## config.mk

```make
export PLATFORM = sky130hd
export DESIGN_NAME = cdrom_block_error_corrector
export DESIGN_NICKNAME = d
export VERILOG_FILES = /design/src/design/ecc_corrector_pkg.sv /design/src/design/ecc_symbol_address.sv /design/src/design/cdrom_block_error_corrector.sv
export SDC_FILE = /design/constraint.sdc
export NUM_CORES = 1
export LEC_CHECK = 0
export ABC_AREA = 1
export ABC_CLOCK_PERIOD_IN_PS = 8560
export BUFFER_PORTS_ARGS = -buffer_cell sky130_fd_sc_hd__buf_2
export CAP_MARGIN = 20
export CELL_PAD_IN_SITES_DETAIL_PLACEMENT = 1
export CELL_PAD_IN_SITES_GLOBAL_PLACEMENT = 2
export CORE_UTILIZATION = 35
export CTS_BUF_LIST = sky130_fd_sc_hd__clkbuf_16
export CTS_CLUSTER_SIZE = 12
export DETAILED_ROUTE_END_ITERATION = 7
export PLACE_DENSITY_LB_ADDON = 0.05
export SLEW_MARGIN = 20
export SYNTH_ARGS = -nofsm -noshare
export SYNTH_HDL_FRONTEND = slang
export SYNTH_SLANG_ARGS = --single-unit
```

## constraint.sdc

```tcl
create_clock -name clk_sys -period 8.56 [get_ports clk_sys]
set_clock_uncertainty 0.05 [all_clocks]
set_input_delay 0.856 -clock clk_sys [delete_from_list [all_inputs] [get_ports clk_sys]]
set_output_delay 0.856 -clock clk_sys [all_outputs]
set_load 0.005 [all_outputs]
```

## src/design/ecc_corrector_pkg.sv

```systemverilog
// shared constants and types for the block error corrector
package ecc_corrector_pkg;

  // block layout
  localparam int unsigned PLANE_COUNT     = 2;
  localparam int unsigned PARITY_BYTES    = 2;
  localparam logic [5:0]  P_CODEWORDS     = 6'h2B;   // 43
  localparam logic [5:0]  Q_CODEWORDS     = 6'h1A;   // 26
  localparam logic [5:0]  P_LENGTH        = 6'h1A;   // 24 data + 2 parity
  localparam logic [5:0]  Q_LENGTH        = 6'h2D;   // 43 data + 2 parity
  localparam logic [11:0] P_STRIDE        = 12'h02B; // 43 words per P symbol row
  localparam logic [11:0] Q_STEP_SYM      = 12'h02C; // 44
  localparam logic [11:0] Q_STEP_CW       = 12'h02B; // 43
  localparam logic [11:0] Q_MODULUS       = 12'h45E; // 1118
  localparam logic [11:0] Q_PARITY0_BASE  = 12'h45E; // 1118
  localparam logic [11:0] Q_PARITY1_BASE  = 12'h478; // 1144
  localparam logic [5:0]  Q_PARITY0_SYM   = 6'h2B;   // 43
  localparam logic [5:0]  Q_PARITY1_SYM   = 6'h2C;   // 44
  localparam logic [15:0] HEADER_BYTES    = 16'h000C;
  localparam logic [11:0] CRC_SPAN        = 12'h814; // 2068 bytes incl. stored check

  // arithmetic
  localparam logic [7:0]  GF_POLY_LOW     = 8'h1D;
  localparam logic [31:0] CRC_POLY        = 32'hD8018001;
  localparam logic [31:0] CRC_INIT        = 32'h00000000;

  // buffer memory command
  typedef struct packed {
    logic        req;
    logic        we;
    logic [15:0] addr;
    logic [7:0]  wdata;
  } mem_cmd_type;

  // completion status
  typedef struct packed {
    logic busy;
    logic done;
    logic uncorrectable;
    logic crcError;
  } ecc_status_type;

  localparam mem_cmd_type    MEM_CMD_RESET = '{req: 1'b0, we: 1'b0, addr: 16'h0000,
                                               wdata: 8'h00};
  localparam ecc_status_type STATUS_RESET  = '{busy: 1'b0, done: 1'b0,
                                               uncorrectable: 1'b0, crcError: 1'b0};

  typedef enum logic [6:0] {
    ST_IDLE   = 7'h01,
    ST_READ   = 7'h02,
    ST_LOCATE = 7'h04,
    ST_FIXRD  = 7'h08,
    ST_FIXWR  = 7'h10,
    ST_CRC    = 7'h20,
    ST_DONE   = 7'h40
  } ecc_state_type;

endpackage

```

## src/design/ecc_symbol_address.sv

```systemverilog
// byte address of one codeword symbol within the buffered block
`timescale 1ns/1ns
module ecc_symbol_address
  import ecc_corrector_pkg::*;
(
  // symbol selection
  input  wire logic        dirQ,
  input  wire logic        plane,
  input  wire logic [5:0]  codeword,
  input  wire logic [5:0]  symbol,
  input  wire logic [15:0] blockBase,
  // result
  output logic [15:0]      symAddr
);

  logic [11:0] wordIdx;

  always_comb
  begin
    wordIdx = 12'h000;
    if (!dirQ)
    begin
      wordIdx = P_STRIDE * {6'h00, symbol} + {6'h00, codeword};
    end
    else if (symbol == Q_PARITY0_SYM)
    begin
      wordIdx = Q_PARITY0_BASE + {6'h00, codeword};
    end
    else if (symbol == Q_PARITY1_SYM)
    begin
      wordIdx = Q_PARITY1_BASE + {6'h00, codeword};
    end
    else
    begin
      // diagonal walk, wrapped twice at most
      wordIdx = Q_STEP_SYM * {6'h00, symbol} + Q_STEP_CW * {6'h00, codeword};
      if (wordIdx >= Q_MODULUS)
      begin
        wordIdx = wordIdx - Q_MODULUS;
      end
      if (wordIdx >= Q_MODULUS)
      begin
        wordIdx = wordIdx - Q_MODULUS;
      end
    end
    symAddr = blockBase + HEADER_BYTES + {3'b000, wordIdx, plane};
  end

endmodule

```

## src/design/cdrom_block_error_corrector.sv

```systemverilog
// single-error corrector and check pass for a buffered data block
`timescale 1ns/1ns
// Operation
// - each block is two planes, each with 43 P and 26 Q codewords
// - two parity bytes per codeword give syndromes S0 and S1
// - at most one byte per codeword is repaired, otherwise flagged
// - Reed-Solomon decoding runs fully in hardware, no per-byte software help
// - default pass order is all Q codewords, then all P codewords
// - check sum is computed over corrected block contents after correction
// - new passes start while buffer controller keeps storing disc data
module cdrom_block_error_corrector
  import ecc_corrector_pkg::*;
(
  // clock and reset
  input  wire logic           clk_sys,
  input  wire logic           sys_rst,
  // control from microcontroller logic
  input  wire logic           start,
  input  wire logic           pFirst,
  input  wire logic [15:0]    blockBase,
  // buffer memory port
  output mem_cmd_type         memCmd,
  input  wire logic           memAck,
  input  wire logic [7:0]     memRdata,
  // status
  output ecc_status_type      status
);

  ecc_state_type  state_q,  state_d;
  mem_cmd_type    cmd_q,    cmd_d;
  ecc_status_type stat_q,   stat_d;
  logic           dirQ_q,   dirQ_d;
  logic           second_q, second_d;
  logic           plane_q,  plane_d;
  logic [5:0]     cw_q,     cw_d;
  logic [5:0]     sym_q,    sym_d;
  logic [5:0]     k_q,      k_d;
  logic [7:0]     s0_q,     s0_d;
  logic [7:0]     s1_q,     s1_d;
  logic [7:0]     t_q,      t_d;
  logic [7:0]     fix_q,    fix_d;
  logic [11:0]    crcIdx_q, crcIdx_d;
  logic [31:0]    crc_q,    crc_d;
  logic [15:0]    base_q,   base_d;
  logic [15:0]    symAddr;
  logic [5:0]     cwLen;
  logic [5:0]     cwCount;
  logic           lastCw;

  function automatic logic [7:0] mulAlpha(input logic [7:0] x);
    mulAlpha = {x[6:0], 1'b0} ^ (x[7] ? GF_POLY_LOW : 8'h00);
  endfunction

  function automatic logic [31:0] crcByte(input logic [31:0] c, input logic [7:0] b);
    logic [31:0] r;
    r = c ^ {24'h000000, b};
    for (int i = 0; i < 8; i++)
    begin
      r = r[0] ? ((r >> 1) ^ CRC_POLY) : (r >> 1);
    end
    crcByte = r;
  endfunction

  ecc_symbol_address u_addr (
    .dirQ      (dirQ_q),
    .plane     (plane_q),
    .codeword  (cw_q),
    .symbol    (sym_q),
    .blockBase (base_q),
    .symAddr   (symAddr)
  );

  assign cwLen   = dirQ_q ? Q_LENGTH : P_LENGTH;
  assign cwCount = dirQ_q ? Q_CODEWORDS : P_CODEWORDS;
  assign lastCw  = (cw_q == cwCount - 6'h01) && plane_q;

  always_comb
  begin
    state_d  = state_q;
    cmd_d    = cmd_q;
    stat_d   = stat_q;
    dirQ_d   = dirQ_q;
    second_d = second_q;
    plane_d  = plane_q;
    cw_d     = cw_q;
    sym_d    = sym_q;
    k_d      = k_q;
    s0_d     = s0_q;
    s1_d     = s1_q;
    t_d      = t_q;
    fix_d    = fix_q;
    crcIdx_d = crcIdx_q;
    crc_d    = crc_q;
    base_d   = base_q;
    stat_d.done = 1'b0;
    case (state_q)
      ST_IDLE:
      begin
        if (start)
        begin
          base_d      = blockBase;
          dirQ_d      = !pFirst;
          second_d    = 1'b0;
          plane_d     = 1'b0;
          cw_d        = 6'h00;
          sym_d       = 6'h00;
          s0_d        = 8'h00;
          s1_d        = 8'h00;
          stat_d      = STATUS_RESET;
          stat_d.busy = 1'b1;
          state_d     = ST_READ;
        end
      end
      ST_READ:
      begin
        if (!cmd_q.req)
        begin
          cmd_d.req  = 1'b1;
          cmd_d.we   = 1'b0;
          cmd_d.addr = symAddr;
        end
        else if (memAck)
        begin
          cmd_d.req = 1'b0;
          s0_d      = s0_q ^ memRdata;
          s1_d      = mulAlpha(s1_q) ^ memRdata;
          if (sym_q == cwLen - 6'h01)
          begin
            k_d     = 6'h00;
            t_d     = s0_q ^ memRdata;
            state_d = ST_LOCATE;
          end
          else
          begin
            sym_d = sym_q + 6'h01;
          end
        end
      end
      ST_LOCATE:
      begin
        // t walks S0*alpha^k until it meets S1
        if ((s0_q == 8'h00) && (s1_q == 8'h00))
        begin
          state_d = ST_DONE;
        end
        else if ((s0_q == 8'h00) || (s1_q == 8'h00))
        begin
          stat_d.uncorrectable = 1'b1;
          state_d              = ST_DONE;
        end
        else if (t_q == s1_q)
        begin
          sym_d   = cwLen - 6'h01 - k_q;
          state_d = ST_FIXRD;
        end
        else if (k_q == cwLen - 6'h01)
        begin
          stat_d.uncorrectable = 1'b1;
          state_d              = ST_DONE;
        end
        else
        begin
          t_d = mulAlpha(t_q);
          k_d = k_q + 6'h01;
        end
      end
      ST_FIXRD:
      begin
        if (!cmd_q.req)
        begin
          cmd_d.req  = 1'b1;
          cmd_d.we   = 1'b0;
          cmd_d.addr = symAddr;
        end
        else if (memAck)
        begin
          cmd_d.req   = 1'b0;
          fix_d       = memRdata ^ s0_q;
          state_d     = ST_FIXWR;
        end
      end
      ST_FIXWR:
      begin
        if (!cmd_q.req)
        begin
          cmd_d.req   = 1'b1;
          cmd_d.we    = 1'b1;
          cmd_d.wdata = fix_q;
        end
        else if (memAck)
        begin
          cmd_d.req = 1'b0;
          cmd_d.we  = 1'b0;
          state_d   = ST_DONE;
        end
      end
      ST_DONE:
      begin
        // advance to next codeword, plane and direction
        sym_d   = 6'h00;
        s0_d    = 8'h00;
        s1_d    = 8'h00;
        state_d = ST_READ;
        if (cw_q != cwCount - 6'h01)
        begin
          cw_d = cw_q + 6'h01;
        end
        else
        begin
          cw_d    = 6'h00;
          plane_d = !plane_q;
        end
        if (lastCw)
        begin
          if (!second_q)
          begin
            second_d = 1'b1;
            dirQ_d   = !dirQ_q;
          end
          else
          begin
            crcIdx_d = 12'h000;
            crc_d    = CRC_INIT;
            state_d  = ST_CRC;
          end
        end
      end
      ST_CRC:
      begin
        if (!cmd_q.req)
        begin
          cmd_d.req  = 1'b1;
          cmd_d.we   = 1'b0;
          cmd_d.addr = base_q + {4'h0, crcIdx_q};
        end
        else if (memAck)
        begin
          cmd_d.req = 1'b0;
          crc_d     = crcByte(crc_q, memRdata);
          if (crcIdx_q == CRC_SPAN - 12'h001)
          begin
            stat_d.crcError = (crcByte(crc_q, memRdata) != 32'h00000000);
            stat_d.done     = 1'b1;
            stat_d.busy     = 1'b0;
            state_d         = ST_IDLE;
          end
          else
          begin
            crcIdx_d = crcIdx_q + 12'h001;
          end
        end
      end
      default:
      begin
        state_d = ST_IDLE;
        cmd_d   = MEM_CMD_RESET;
        stat_d  = STATUS_RESET;
      end
    endcase
  end

  always_ff @(posedge clk_sys)
  begin
    if (sys_rst)
    begin
      state_q  <= ST_IDLE;
      cmd_q    <= MEM_CMD_RESET;
      stat_q   <= STATUS_RESET;
      dirQ_q   <= 1'b1;
      second_q <= 1'b0;
      plane_q  <= 1'b0;
      cw_q     <= 6'h00;
      sym_q    <= 6'h00;
      k_q      <= 6'h00;
      s0_q     <= 8'h00;
      s1_q     <= 8'h00;
      t_q      <= 8'h00;
      fix_q    <= 8'h00;
      crcIdx_q <= 12'h000;
      crc_q    <= CRC_INIT;
      base_q   <= 16'h0000;
    end
    else
    begin
      state_q  <= state_d;
      cmd_q    <= cmd_d;
      stat_q   <= stat_d;
      dirQ_q   <= dirQ_d;
      second_q <= second_d;
      plane_q  <= plane_d;
      cw_q     <= cw_d;
      sym_q    <= sym_d;
      k_q      <= k_d;
      s0_q     <= s0_d;
      s1_q     <= s1_d;
      t_q      <= t_d;
      fix_q    <= fix_d;
      crcIdx_q <= crcIdx_d;
      crc_q    <= crc_d;
      base_q   <= base_d;
    end
  end

  assign memCmd = cmd_q;
  assign status = stat_q;

endmodule

```

# Word level (Yosys, flattened, before mapping)
# Cells that the tools add are included.
# W data, S select, Z words.
[totals]
regBits = 150
out_inout_bits = 30
romBits = 0
ramBits = 0
latchBits = 0
memories = 0
[classes]
div = 0
n_reduce_logical = 37
n_mul = 3
eq_ne = 44
addsub = 16
shifts = 0
muxes = 115
n_bitwise = 18
magnitude_cmp = 2
[ops]
columns = ["cell", "count"]
rows = [
  ["$mux W32", 12],
  ["$mux W12", 13],
  ["$mux W6", 19],
  ["$mux W7", 15],
  ["$mux W8", 13],
  ["$pmux W32 S2", 1],
  ["$not A6 Y7", 8],
  ["$ne A2 B2 Y1 const B", 25],
  ["$pmux W7 S7", 1],
  ["$pmux W16 S3", 1],
  ["$pmux W8 S3", 2],
  ["$mux W17", 2],
  ["$pmux W8 S2", 2],
  ["$reduce_bool A32 Y1", 1],
  ["$xor A32 B8 Y32", 1],
  ["$add A11 B6 Y12 const A", 2],
  ["$ge A12 B11 Y1 const B", 2],
  ["$mul A6 B6 Y12 const A", 2],
  ["$pmux W12 S2", 1],
  ["$pmux W6 S2", 2],
  ["$pmux W6 S4", 1],
  ["$sub A12 B11 Y12 const B", 2],
  ["$add A6 B1 Y6 const B", 3],
  ["$eq A6 B6 Y1", 3],
  ["52 further kinds", 101],
]

# Logic depth before layout (Yosys ltp)
# Gate-level depths: netlist (run 1).
[depth]
depth_word = 22
ltp_mapped = 54
depth_no_buf = 52

# Modules after synthesis
# Synthesis (run 1) repeated with hierarchy kept, for this count alone.
[unflattened]
cells_unflattened = 1972
area_unflattened_um2 = 12887.4
[by_module_without_submodules]
columns = ["mod", "seq_area_each_um2", "area_each_um2", "n_inst", "cells_each"]
rows = [
  ["cdrom_block_error_corrector", 3002.9, 8459.4, 1, 1302],
  ["ecc_symbol_address", 0.0, 4428.0, 1, 670],
]

# Worst setup path after synthesis (run 1)
# Ideal clock, no wire load.
[synth_path]
path_type = "register to register"
from = "register sym_q[2]"
to = "register cmd_q, in the netlist memCmd[23]"
period_less_slack_ns = 7.086
n_path_buf = 2
arrival_time_ns = 6.904
slack_ns = 1.474
required_ns = 8.378
stages_incl_launch_ff = 51
path_cell_list = "dfxtp_1 > ha_1 > inv_1 > fa_1 > inv_1 > ha_1 > inv_1 > nand2_1 > nand2_1 > xor2_1 > fa_1 > inv_1 > ha_1 > a21oi_1 > nor2_1 > nor2_1 > nand3_1 > nand2_1 > [... 15 more ...] > nand2_1 > nand2_1 > nand2_1 > ha_1 > ha_1 > inv_1 > o21ai_0 > a31oi_1 > inv_1 > nand3_1 > o2111ai_1 > nand2_1 > inv_1 > o21ai_0 > xor2_1 > o32ai_1 > nand2_1 > a21oi_1"
[synth_via]
elab_chain_cells = 15
word_cells_on_any_way = 21
classes_between = "5 x add/sub; 2 x mul; 2 x order compare; 2 x eq/ne; 10 x mux"
[synth_lines]
columns = ["element", "line_no", "text"]
rows = [
  ["start: declaration", "cdrom_block_error_corrector.sv:36", "logic [5:0] sym_q, sym_d;"],
  ["start signal: assignment", "cdrom_block_error_corrector.sv:292", "sym_q <= sym_d;"],
  ["$mul A4 B6 Y10", "ecc_symbol_address.sv:36", "wordIdx = Q_STEP_SYM * {6'h00, symbol} + Q_STEP_CW * {6'h00, codeword};"],
  ["$add A12 B12 Y12", "ecc_symbol_address.sv:36", ""],
  ["$sub A12 B11 Y12 or $ge A12 B11 Y1 (tied branches)", "ecc_symbol_address.sv:39, ecc_symbol_address.sv:37", ""],
  ["$mux W12", "ecc_symbol_address.sv:37", "if (wordIdx >= Q_MODULUS)"],
  ["$mux W12", "ecc_symbol_address.sv:29", "else if (symbol == Q_PARITY1_SYM)"],
  ["$mux W12", "ecc_symbol_address.sv:25", "else if (symbol == Q_PARITY0_SYM)"],
  ["$mux W12", "ecc_symbol_address.sv:21", "if (!dirQ)"],
  ["$sub A12 B11 Y12 or $ge A12 B11 Y1 (tied branches)", "ecc_symbol_address.sv:43, ecc_symbol_address.sv:41", ""],
  ["$mux W12", "ecc_symbol_address.sv:41", "if (wordIdx >= Q_MODULUS)"],
  ["$mux W12", "ecc_symbol_address.sv:29", ""],
  ["$mux W12", "ecc_symbol_address.sv:25", ""],
  ["$mux W12 (*)", "ecc_symbol_address.sv:21", ""],
  ["$add A16 B13 Y16 (*)", "ecc_symbol_address.sv:46", "symAddr = blockBase + HEADER_BYTES + {3'b000, wordIdx, plane};"],
  ["$mux W17 (*)", "cdrom_block_error_corrector.sv:116, cdrom_block_error_corrector.sv:169", ""],
  ["$pmux W16 S3 (*)", "cdrom_block_error_corrector.sv:96", "case (state_q)"],
  ["end signal: assignment", "cdrom_block_error_corrector.sv:286", "cmd_q <= cmd_d;"],
  ["end: declaration", "cdrom_block_error_corrector.sv:30", "mem_cmd_type cmd_q, cmd_d;"],
]
# Mark *: on every way between the ends. The rest lies on a longest branch, timed or not. The select of a mux whose other input is x is not followed.
# A chain may end at the register's enable or synchronous reset.

# Final worst setup path (run 1)
[layout_path]
from = "register sym_q[0]"
to = "register cmd_q, in the netlist memCmd[23]"
# Same word-level chain as after synthesis.

==> results.md, run 1 <==
- Primary FF master, synth: dfxtp_1
- Die height: ~190 um
- Final setup margin: a little over 0.7 ns
- Clock Latency Late Sink: 0.45 ns
- Worst vdd ir: approximately 0.00021 V
- DR pass1 iterations: 4
- Die ar.: between 0.03 and 0.04 mm2
- Min-delay worst type: reg -> reg
- Leakage: 6.46 nW
- Post-synth EDFFs: 0
- RePlAce Congestion: ~0.84
- Post-route ant nets: 0
- Total track usage: 0.227
- Final setup TNS: 0 ns
- Combinational Power Share: 0.710
- CTS tree: done
- Initial core utilization: 0.355
- Placed Area: between 0.01 and 0.015 mm2
- Max Buffers Root-to-Sink: 2
- Crit path max fanout: 8
- CP endpoint: memCmd[23]
- Post-place setup slack: just over 0.4 ns
- Sequential fraction of the synthesis area: 0.245
- Worst setup path category: reg -> reg
- Max_cap viols: 0
- Routed wire length: approximately 40000 um
- Final instance area: about 0.014 mm2
- ANT cells: 0
- Internal: around 0.0028 W
- Crit. Startpoint: sym_q[0]
- Crit start category: flop
- Reg clk slew, reported paths: 0.06 ns
- Initial antenna violation count: 1
- Status: finished, final reports clean
- Net Sw Frac: 0.542
- Nets@finish: between 2k and 2.5k
- Die Wd: between 150 and 200 um
- Post-synthesis cell count: about 1.8k
- Core Area: 0.0345 mm2
- Slew headroom: 0.275
- Critical path's largest stage delay: about 0.5 ns
- # setup viols final: 0
- Root buf cell: clkbuf_16
- CP dominant cell by count: nand2_1
- Sequential Power Share: 0.152
- Post-synthesis cell type count: 54
- Crit-path slowest cell: fa_1
- WL/cell: approximately 17 um
- Mapped Area: between 0.01 and 0.015 mm2
- PwrDens: ~450 mW/mm2
- Vias in the first global route: roughly 12k
- Synthesized flop and latch total: 150
- Fin crit period: about 7.8 ns
- Number of vias per cell: between 5 and 6
- CTS buffer count: 17
- Critical Path End Type: flop
- P&R area growth vs syn: 12.5%
- H-tree depth: 4
- Reg2Reg Capture Point: memCmd[23]
- Async S/R FF share, synth: 0
- Max Slew Vio Count: 0
- Final Util: 0.400
- Row cnt: between 60 and 70
- Io pins: approximately 60
- Syn Area/Cell: just under 7 um2
- RSZ-0062 raised after global routing: false
- Share of layout cells above drive strength 1: 0.104
- Fin. Hold Viols: 0
- Largest net degree at the start of global routing: 92
- Overflow after GRT: 0
- Initial DRC Count: around 430
- WP data required: ~8.8 ns
- Post-synth top cells: nand2_1 (382), inv_1 (247), a21oi_1 (174), nor2_1 (156), dfxtp_1 (150)
- DR vias: approximately 12k
- Syn nets: just under 2k
- Top cell type by total area after synthesis: dfxtp_1
- Clock power share: 0.138
- Top-count cell post-synth: nand2_1
- Yosys top cell area share: 0.245
- Area contributors post-synth: dfxtp_1 (25%), ha_1 (12%), nand2_1 (12%), inv_1 (7.6%), a21oi_1 (7.1%)
- FF-to-FF setup slack: around 0.72 ns
- Detail Placement HPWL: between 30000 and 40000 um
- Synth Warn #: 0
- CTS Hold Bufs: 0
- Net Switching: approximately 0.0034 W
- Worst Path Arrival: between 8 and 9 ns
- R2R cell count: 46
- Tcrit/Tclk final: 0.916
- FMAX: 128 MHz
- First-pass GRT wire length: 63800 um
- Clock Sinks: 150
- DRC Markers: 0
- Port bufs: slightly below 60
- Worst slew pin tran: about 1.1 ns
- Total power draw: 0.00620 W
- R2r startpoint: sym_q[0]
-- power groups by stage --
stage	registers, W	clock network [W]	logic, W
2_1_floorplan	0.000905	0	0.00324
3_3_place_gp	0.000951	0	0.00429
3_5_place_dp	0.000953	0	0.00431
4_1_cts	0.000939	0.000882	0.00434
5_1_grt	0.000956	0.000910	0.00502
6_report	0.000941	0.000856	0.00440
-- cell families after synthesis --
family	after synthesis	share of synthesized area
flip-flops	150	0.245
XOR/XNOR	80	0.0579
buffers and inverters	302	0.0947
AO/OA/AOI/OAI	351	0.158
AND/OR/NAND/NOR	752	0.276
adder cells (fa/ha/maj)	148	0.168
-- worst min-delay path by stage --
stage                  to  cells after the start  startpoint  slack [ns]
2_1_floorplan   status[3]                      2   status[3]        0.39
3_3_place_gp    status[3]                      2   status[3]        0.39
3_5_place_dp    status[3]                      2   status[3]        0.40
4_1_cts         status[3]                      2   status[3]        0.42
5_1_grt        memCmd[12]                      2  memCmd[12]        0.42
6_report       memCmd[12]                      2  memCmd[12]        0.41
-- sequential cells by signal (all words and copies together) (netlist names) --
signal and cells:
fix_q 8, dirQ_q 1, t_q 8, status 4, memCmd 26, sym_q 6
plane_q 1, k_q 6, s0_q 8, crc_q 32, base_q 16, second_q 1
state_q 7, crcIdx_q 12, cw_q 6, s1_q 8
-- placed cells by master, fill, tap and decap left out, types with 5 or more instances in the layout --
cell type    n
a211oi_1    14
a21oi_1    172
a31oi_1     21
buf_2       57
buf_4       19
bufinv_16    5
clkbuf_16   17
dfxtp_1    146
fa_1        27
ha_1       119
inv_1      247
inv_2        8
nand2_1    382
nand2_2     14
nand2_4      9
nand3_1     77
nand3_2     10
nand4_1     23
nor2_1     154
nor2_2       9
nor3_1      27
nor3b_1      5
nor4_1      12
o21ai_0     99
o22ai_1      6
or2_2       12
xnor2_1     30
xor2_1      49
-- critical path: cells and delay by family, from the launching register on --
| kind | cells | cell delay (ns) |
|---|---|---|
| AOI/OAI and AO/OA | 9 | 1.30 |
| xor gates and xnor gates | 2 | 0.27 |
| adders and majority gates | 7 | 2.53 |
| buffers and inverters | 9 | 0.84 |
| DFF | 1 | 0.47 |
| and+or+nand+nor | 19 | 2.22 |
-- through the flow --
stage	hold WS (ns)	cells
after floorplan	0.389	1783
after global placement	0.385	2266
after detailed placement	0.397	2266
after CTS	0.415	2298
after global routing	0.424	2305
final	0.414	2305
-- metal layers --
layer,share of wire,global-route usage
met3,0.028,0.0369
met4,0.015,0.0574
met2,0.49,0.405
met1,0.46,0.281
met5,0.00028,0
-- what timing repair did --
action | CTS | global route
resized for setup | 0 | 10
setup endpoints to repair | 0 | 9
setup buffers | 0 | 6
-- area by class of cell --
class                      count  area [um2]
multi-input combinational   1332        8130
clock buffer                  17         425
timing repair buffer          77         448
fill                        4454       20700
inverter                     259         972
sequential                   150        3010
clock inverter                15         224
tap                          455         569
Power figures use the tool's default switching activity.
==> run 2, diff against run 1 <==
Settings changed: ABC_AREA 1 to not set.
==> run 2 against run 1 <==
  * Hold slack better by 0.00052 ns
  * Synthesized cell count fell by 15%
  * Die area is 2.3% lower
  * Non-clock buffer count rose by 49
  * Area after synthesis is 2.3% lower
  * Setup slack worse by 0.33 ns
  * Wire length is 1.2% lower
==> results.md, run 2 <==
- Status: finished, final reports clean
- H-tree depth: 4
- Post-route ant nets: 0
- Port bufs: between 50 and 60
- Primary FF master, synth: dfxtp_1
- Worst Path Arrival: around 8.4 ns
- FMAX: around 120 MHz
- CP dominant cell by count: ha_1
- Tcrit/Tclk final: 0.954
- Hold path start: crc_q[31]
- Die Wd: approximately 190 um
- Reg clk slew, reported paths: approximately 0.070 ns
- CTS Hold Bufs: 0
- Root buf cell: clkbuf_16
- Share of layout cells above drive strength 1: 0.141
- Synthesized flop and latch total: 150
- Largest register FFs: 32
- Worst setup path category: reg -> reg
- Initial core utilization: 0.356
- Overflow after GRT: 0
- Nets@finish: ~1.8k
- Post-synth top cells: nor2_1 (162), a21oi_1 (156), dfxtp_1 (150), ha_1 (121), nand2_1 (118)
- # setup viols final: 0
- Yosys top cell area share: 0.251
- Endpoint, Worst Hold: crc_q[31]
- Crit-path slowest cell: fa_1
- Fin crit period: between 8 and 9 ns
- Core Area: about 0.034 mm2
- Reg2Reg Capture Point: memCmd[22]
- Total power draw: ~0.0024 W
- Area contributors post-synth: dfxtp_1 (25%), ha_1 (13%), a21oi_1 (6.5%), xnor2_1 (6.4%), nor2_1 (5.1%)
- Worst vdd ir: roughly 0.00013 V
- WP buf/inv: 5
- Initial antenna violation count: 0
- CTS tree: done
- Post-synthesis cell type count: between 80 and 90
- Net Sw Frac: 0.388
- Die ar.: 0.0349 mm2
- Max_cap viols: 0
- Top cell type by total area after synthesis: dfxtp_1
- R2R cell count: 35
- Delay-heaviest family, CP: compound AO/OA/AOI/OAI gates
- WL/cell: between 15 and 20 um
- Largest register by flop count: crc_q
- Final setup margin: ~0.39 ns
- Syn Area/Cell: around 7.9 um2
- Synth Warn #: 0
- Fin. Hold Viols: 0
- Max Slew Vio Count: 0
- CTS buffer count: 17
- Mapped Area: between 0.01 and 0.015 mm2
- Most common library cell in the layout ignoring fill and taps: nor2_1
- Clock power share: 0.313
- Largest net degree at the start of global routing: a little over 70
- Critical Path End Type: flop
- RePlAce Congestion: roughly 0.89
- Post-synth EDFFs: 0
- Post-place setup slack: -0.0656 ns
- Max Buffers Root-to-Sink: 2
- Post-synthesis cell count: approximately 1.5k
- Critical path's largest stage delay: around 0.55 ns
- DR vias: between 10k and 15k
- WP data required: 8.80 ns
- Row cnt: 67
- First-pass GRT wire length: around 61000 um
- Io pins: 59
- Sequential fraction of the synthesis area: 0.251
- Net Switching: roughly 0.00093 W
- Vias in the first global route: 11.0k
- Number of vias per cell: between 5 and 6
- Most frequent cells in the layout: nor2_1 (160), a21oi_1 (149), dfxtp_1 (147)
- Min-delay worst type: reg -> reg
- Total track usage: 0.221
- Internal: 0.00147 W
- FF-to-FF setup slack: 0.39 ns
- Crit path max fanout: 5
- Detail Placement HPWL: just under 30000 um
- Fill cell total of the finished layout: just over 4k
- R2r startpoint: cw_q[4]
- Initial DRC Count: approximately 520
- ANT cells: 0
- Syn nets: around 1.7k
- Routed wire length: around 39000 um
- DR pass1 iterations: 5
- Clock Sinks: 150
- Combinational Power Share: 0.349
- Async S/R FF share, synth: 0
- Crit start category: flop
- Worst slew pin tran: approximately 1.1 ns
- Slew headroom: 0.288
- Leakage: slightly below 6 nW
- DRC Markers: 0
- P&R area growth vs syn: 16.0%
- Hold Path Depth: 2
- Die height: ~190 um
- Top-count cell post-synth: nor2_1
- PwrDens: ~170 mW/mm2
- Sequential Power Share: 0.338
- Clock Latency Late Sink: about 0.44 ns
run 2: cells by family after synthesis:
| group | synth area share |
|---|---|
| multiplexers | 0.00994 |
| AO/OA/AOI/OAI | 0.213 |
| buffers and inverters | 0.0586 |
| AND/OR/NAND/NOR | 0.200 |
| XOR/XNOR | 0.0958 |
| flip-flops | 0.251 |
| adder cells (fa/ha/maj) | 0.172 |
run 2: metrics by stage:
step	cell area, um2	util	TNS (ns)	hold WS (ns)	cells
floorplan	12000	-	0	0.394	1513
global placement	13000	0.388	0	0.403	2013
detailed placement	13000	0.388	-0.137	0.409	2013
CTS	13600	0.406	0	0.417	2045
global route	13900	0.413	-0.0539	0.429	2051
finish	13900	0.413	0	0.415	2051
run 2: metal layers:
layer	vias to the layer above	routed length (um)	GRT usage
li1	5482	-	-
met1	5405	20100	0.322
met2	125	17300	0.348
met3	32	710	0.0246
met4	0	503	0.0508
met5	-	0	0
run 2: cell type report:
| type | instances | area, um2 | share of cell area |
|---|---|---|---|
| well taps | 448 | 561 | 0.0404 |
| inverters | 117 | 439 | 0.0317 |
| repair buffers | 126 | 831 | 0.0599 |
| clock buffers | 17 | 425 | 0.0307 |
| flip-flops and latches | 150 | 3010 | 0.217 |
| multi-input cells | 1178 | 8460 | 0.610 |
| clock inverters | 15 | 143 | 0.0103 |
run 2: worst register-to-register path, delay by kind of cell (launching register included):
kind / cells / cell delay, ns
compound gates: 17 / 3.00
fa+ha+maj: 8 / 2.97
simple gates: 4 / 0.88
buf+inv: 5 / 0.48
flops: 1 / 0.33
mux: 1 / 0.32
run 2: power groups by stage:
| stage | clock network (W) | logic (W) | registers (W) |
|---|---|---|---|
| global placement | 0 | 0.000800 | 0.000828 |
| detailed placement | 0 | 0.000806 | 0.000828 |
| finish | 0.000753 | 0.000839 | 0.000813 |
| CTS | 0.000776 | 0.000813 | 0.000813 |
| global route | 0.000801 | 0.000928 | 0.000820 |
| floorplan | 0 | 0.000539 | 0.000809 |
run 2: timing repair:
item	in CTS	in global routing
pin swaps	0	23
setup buffers	0	4
setup endpoints to repair	4	8
resized for setup	4	44
run 2: how the worst max path moves through the flow:
stage | from | to | slack, ns | cells past startpoint
6_report | cw_q[4] | memCmd[22] | 0.39 | 35
5_1_grt | sym_q[1] | memCmd[20] | -0.03 | 38
4_1_cts | sym_q[2] | memCmd[23] | 0.01 | 41
3_5_place_dp | sym_q[2] | memCmd[22] | -0.07 | 38
3_3_place_gp | sym_q[2] | memCmd[22] | 0.1 | 38
2_1_floorplan | sym_q[0] | memCmd[22] | 0.05 | 38
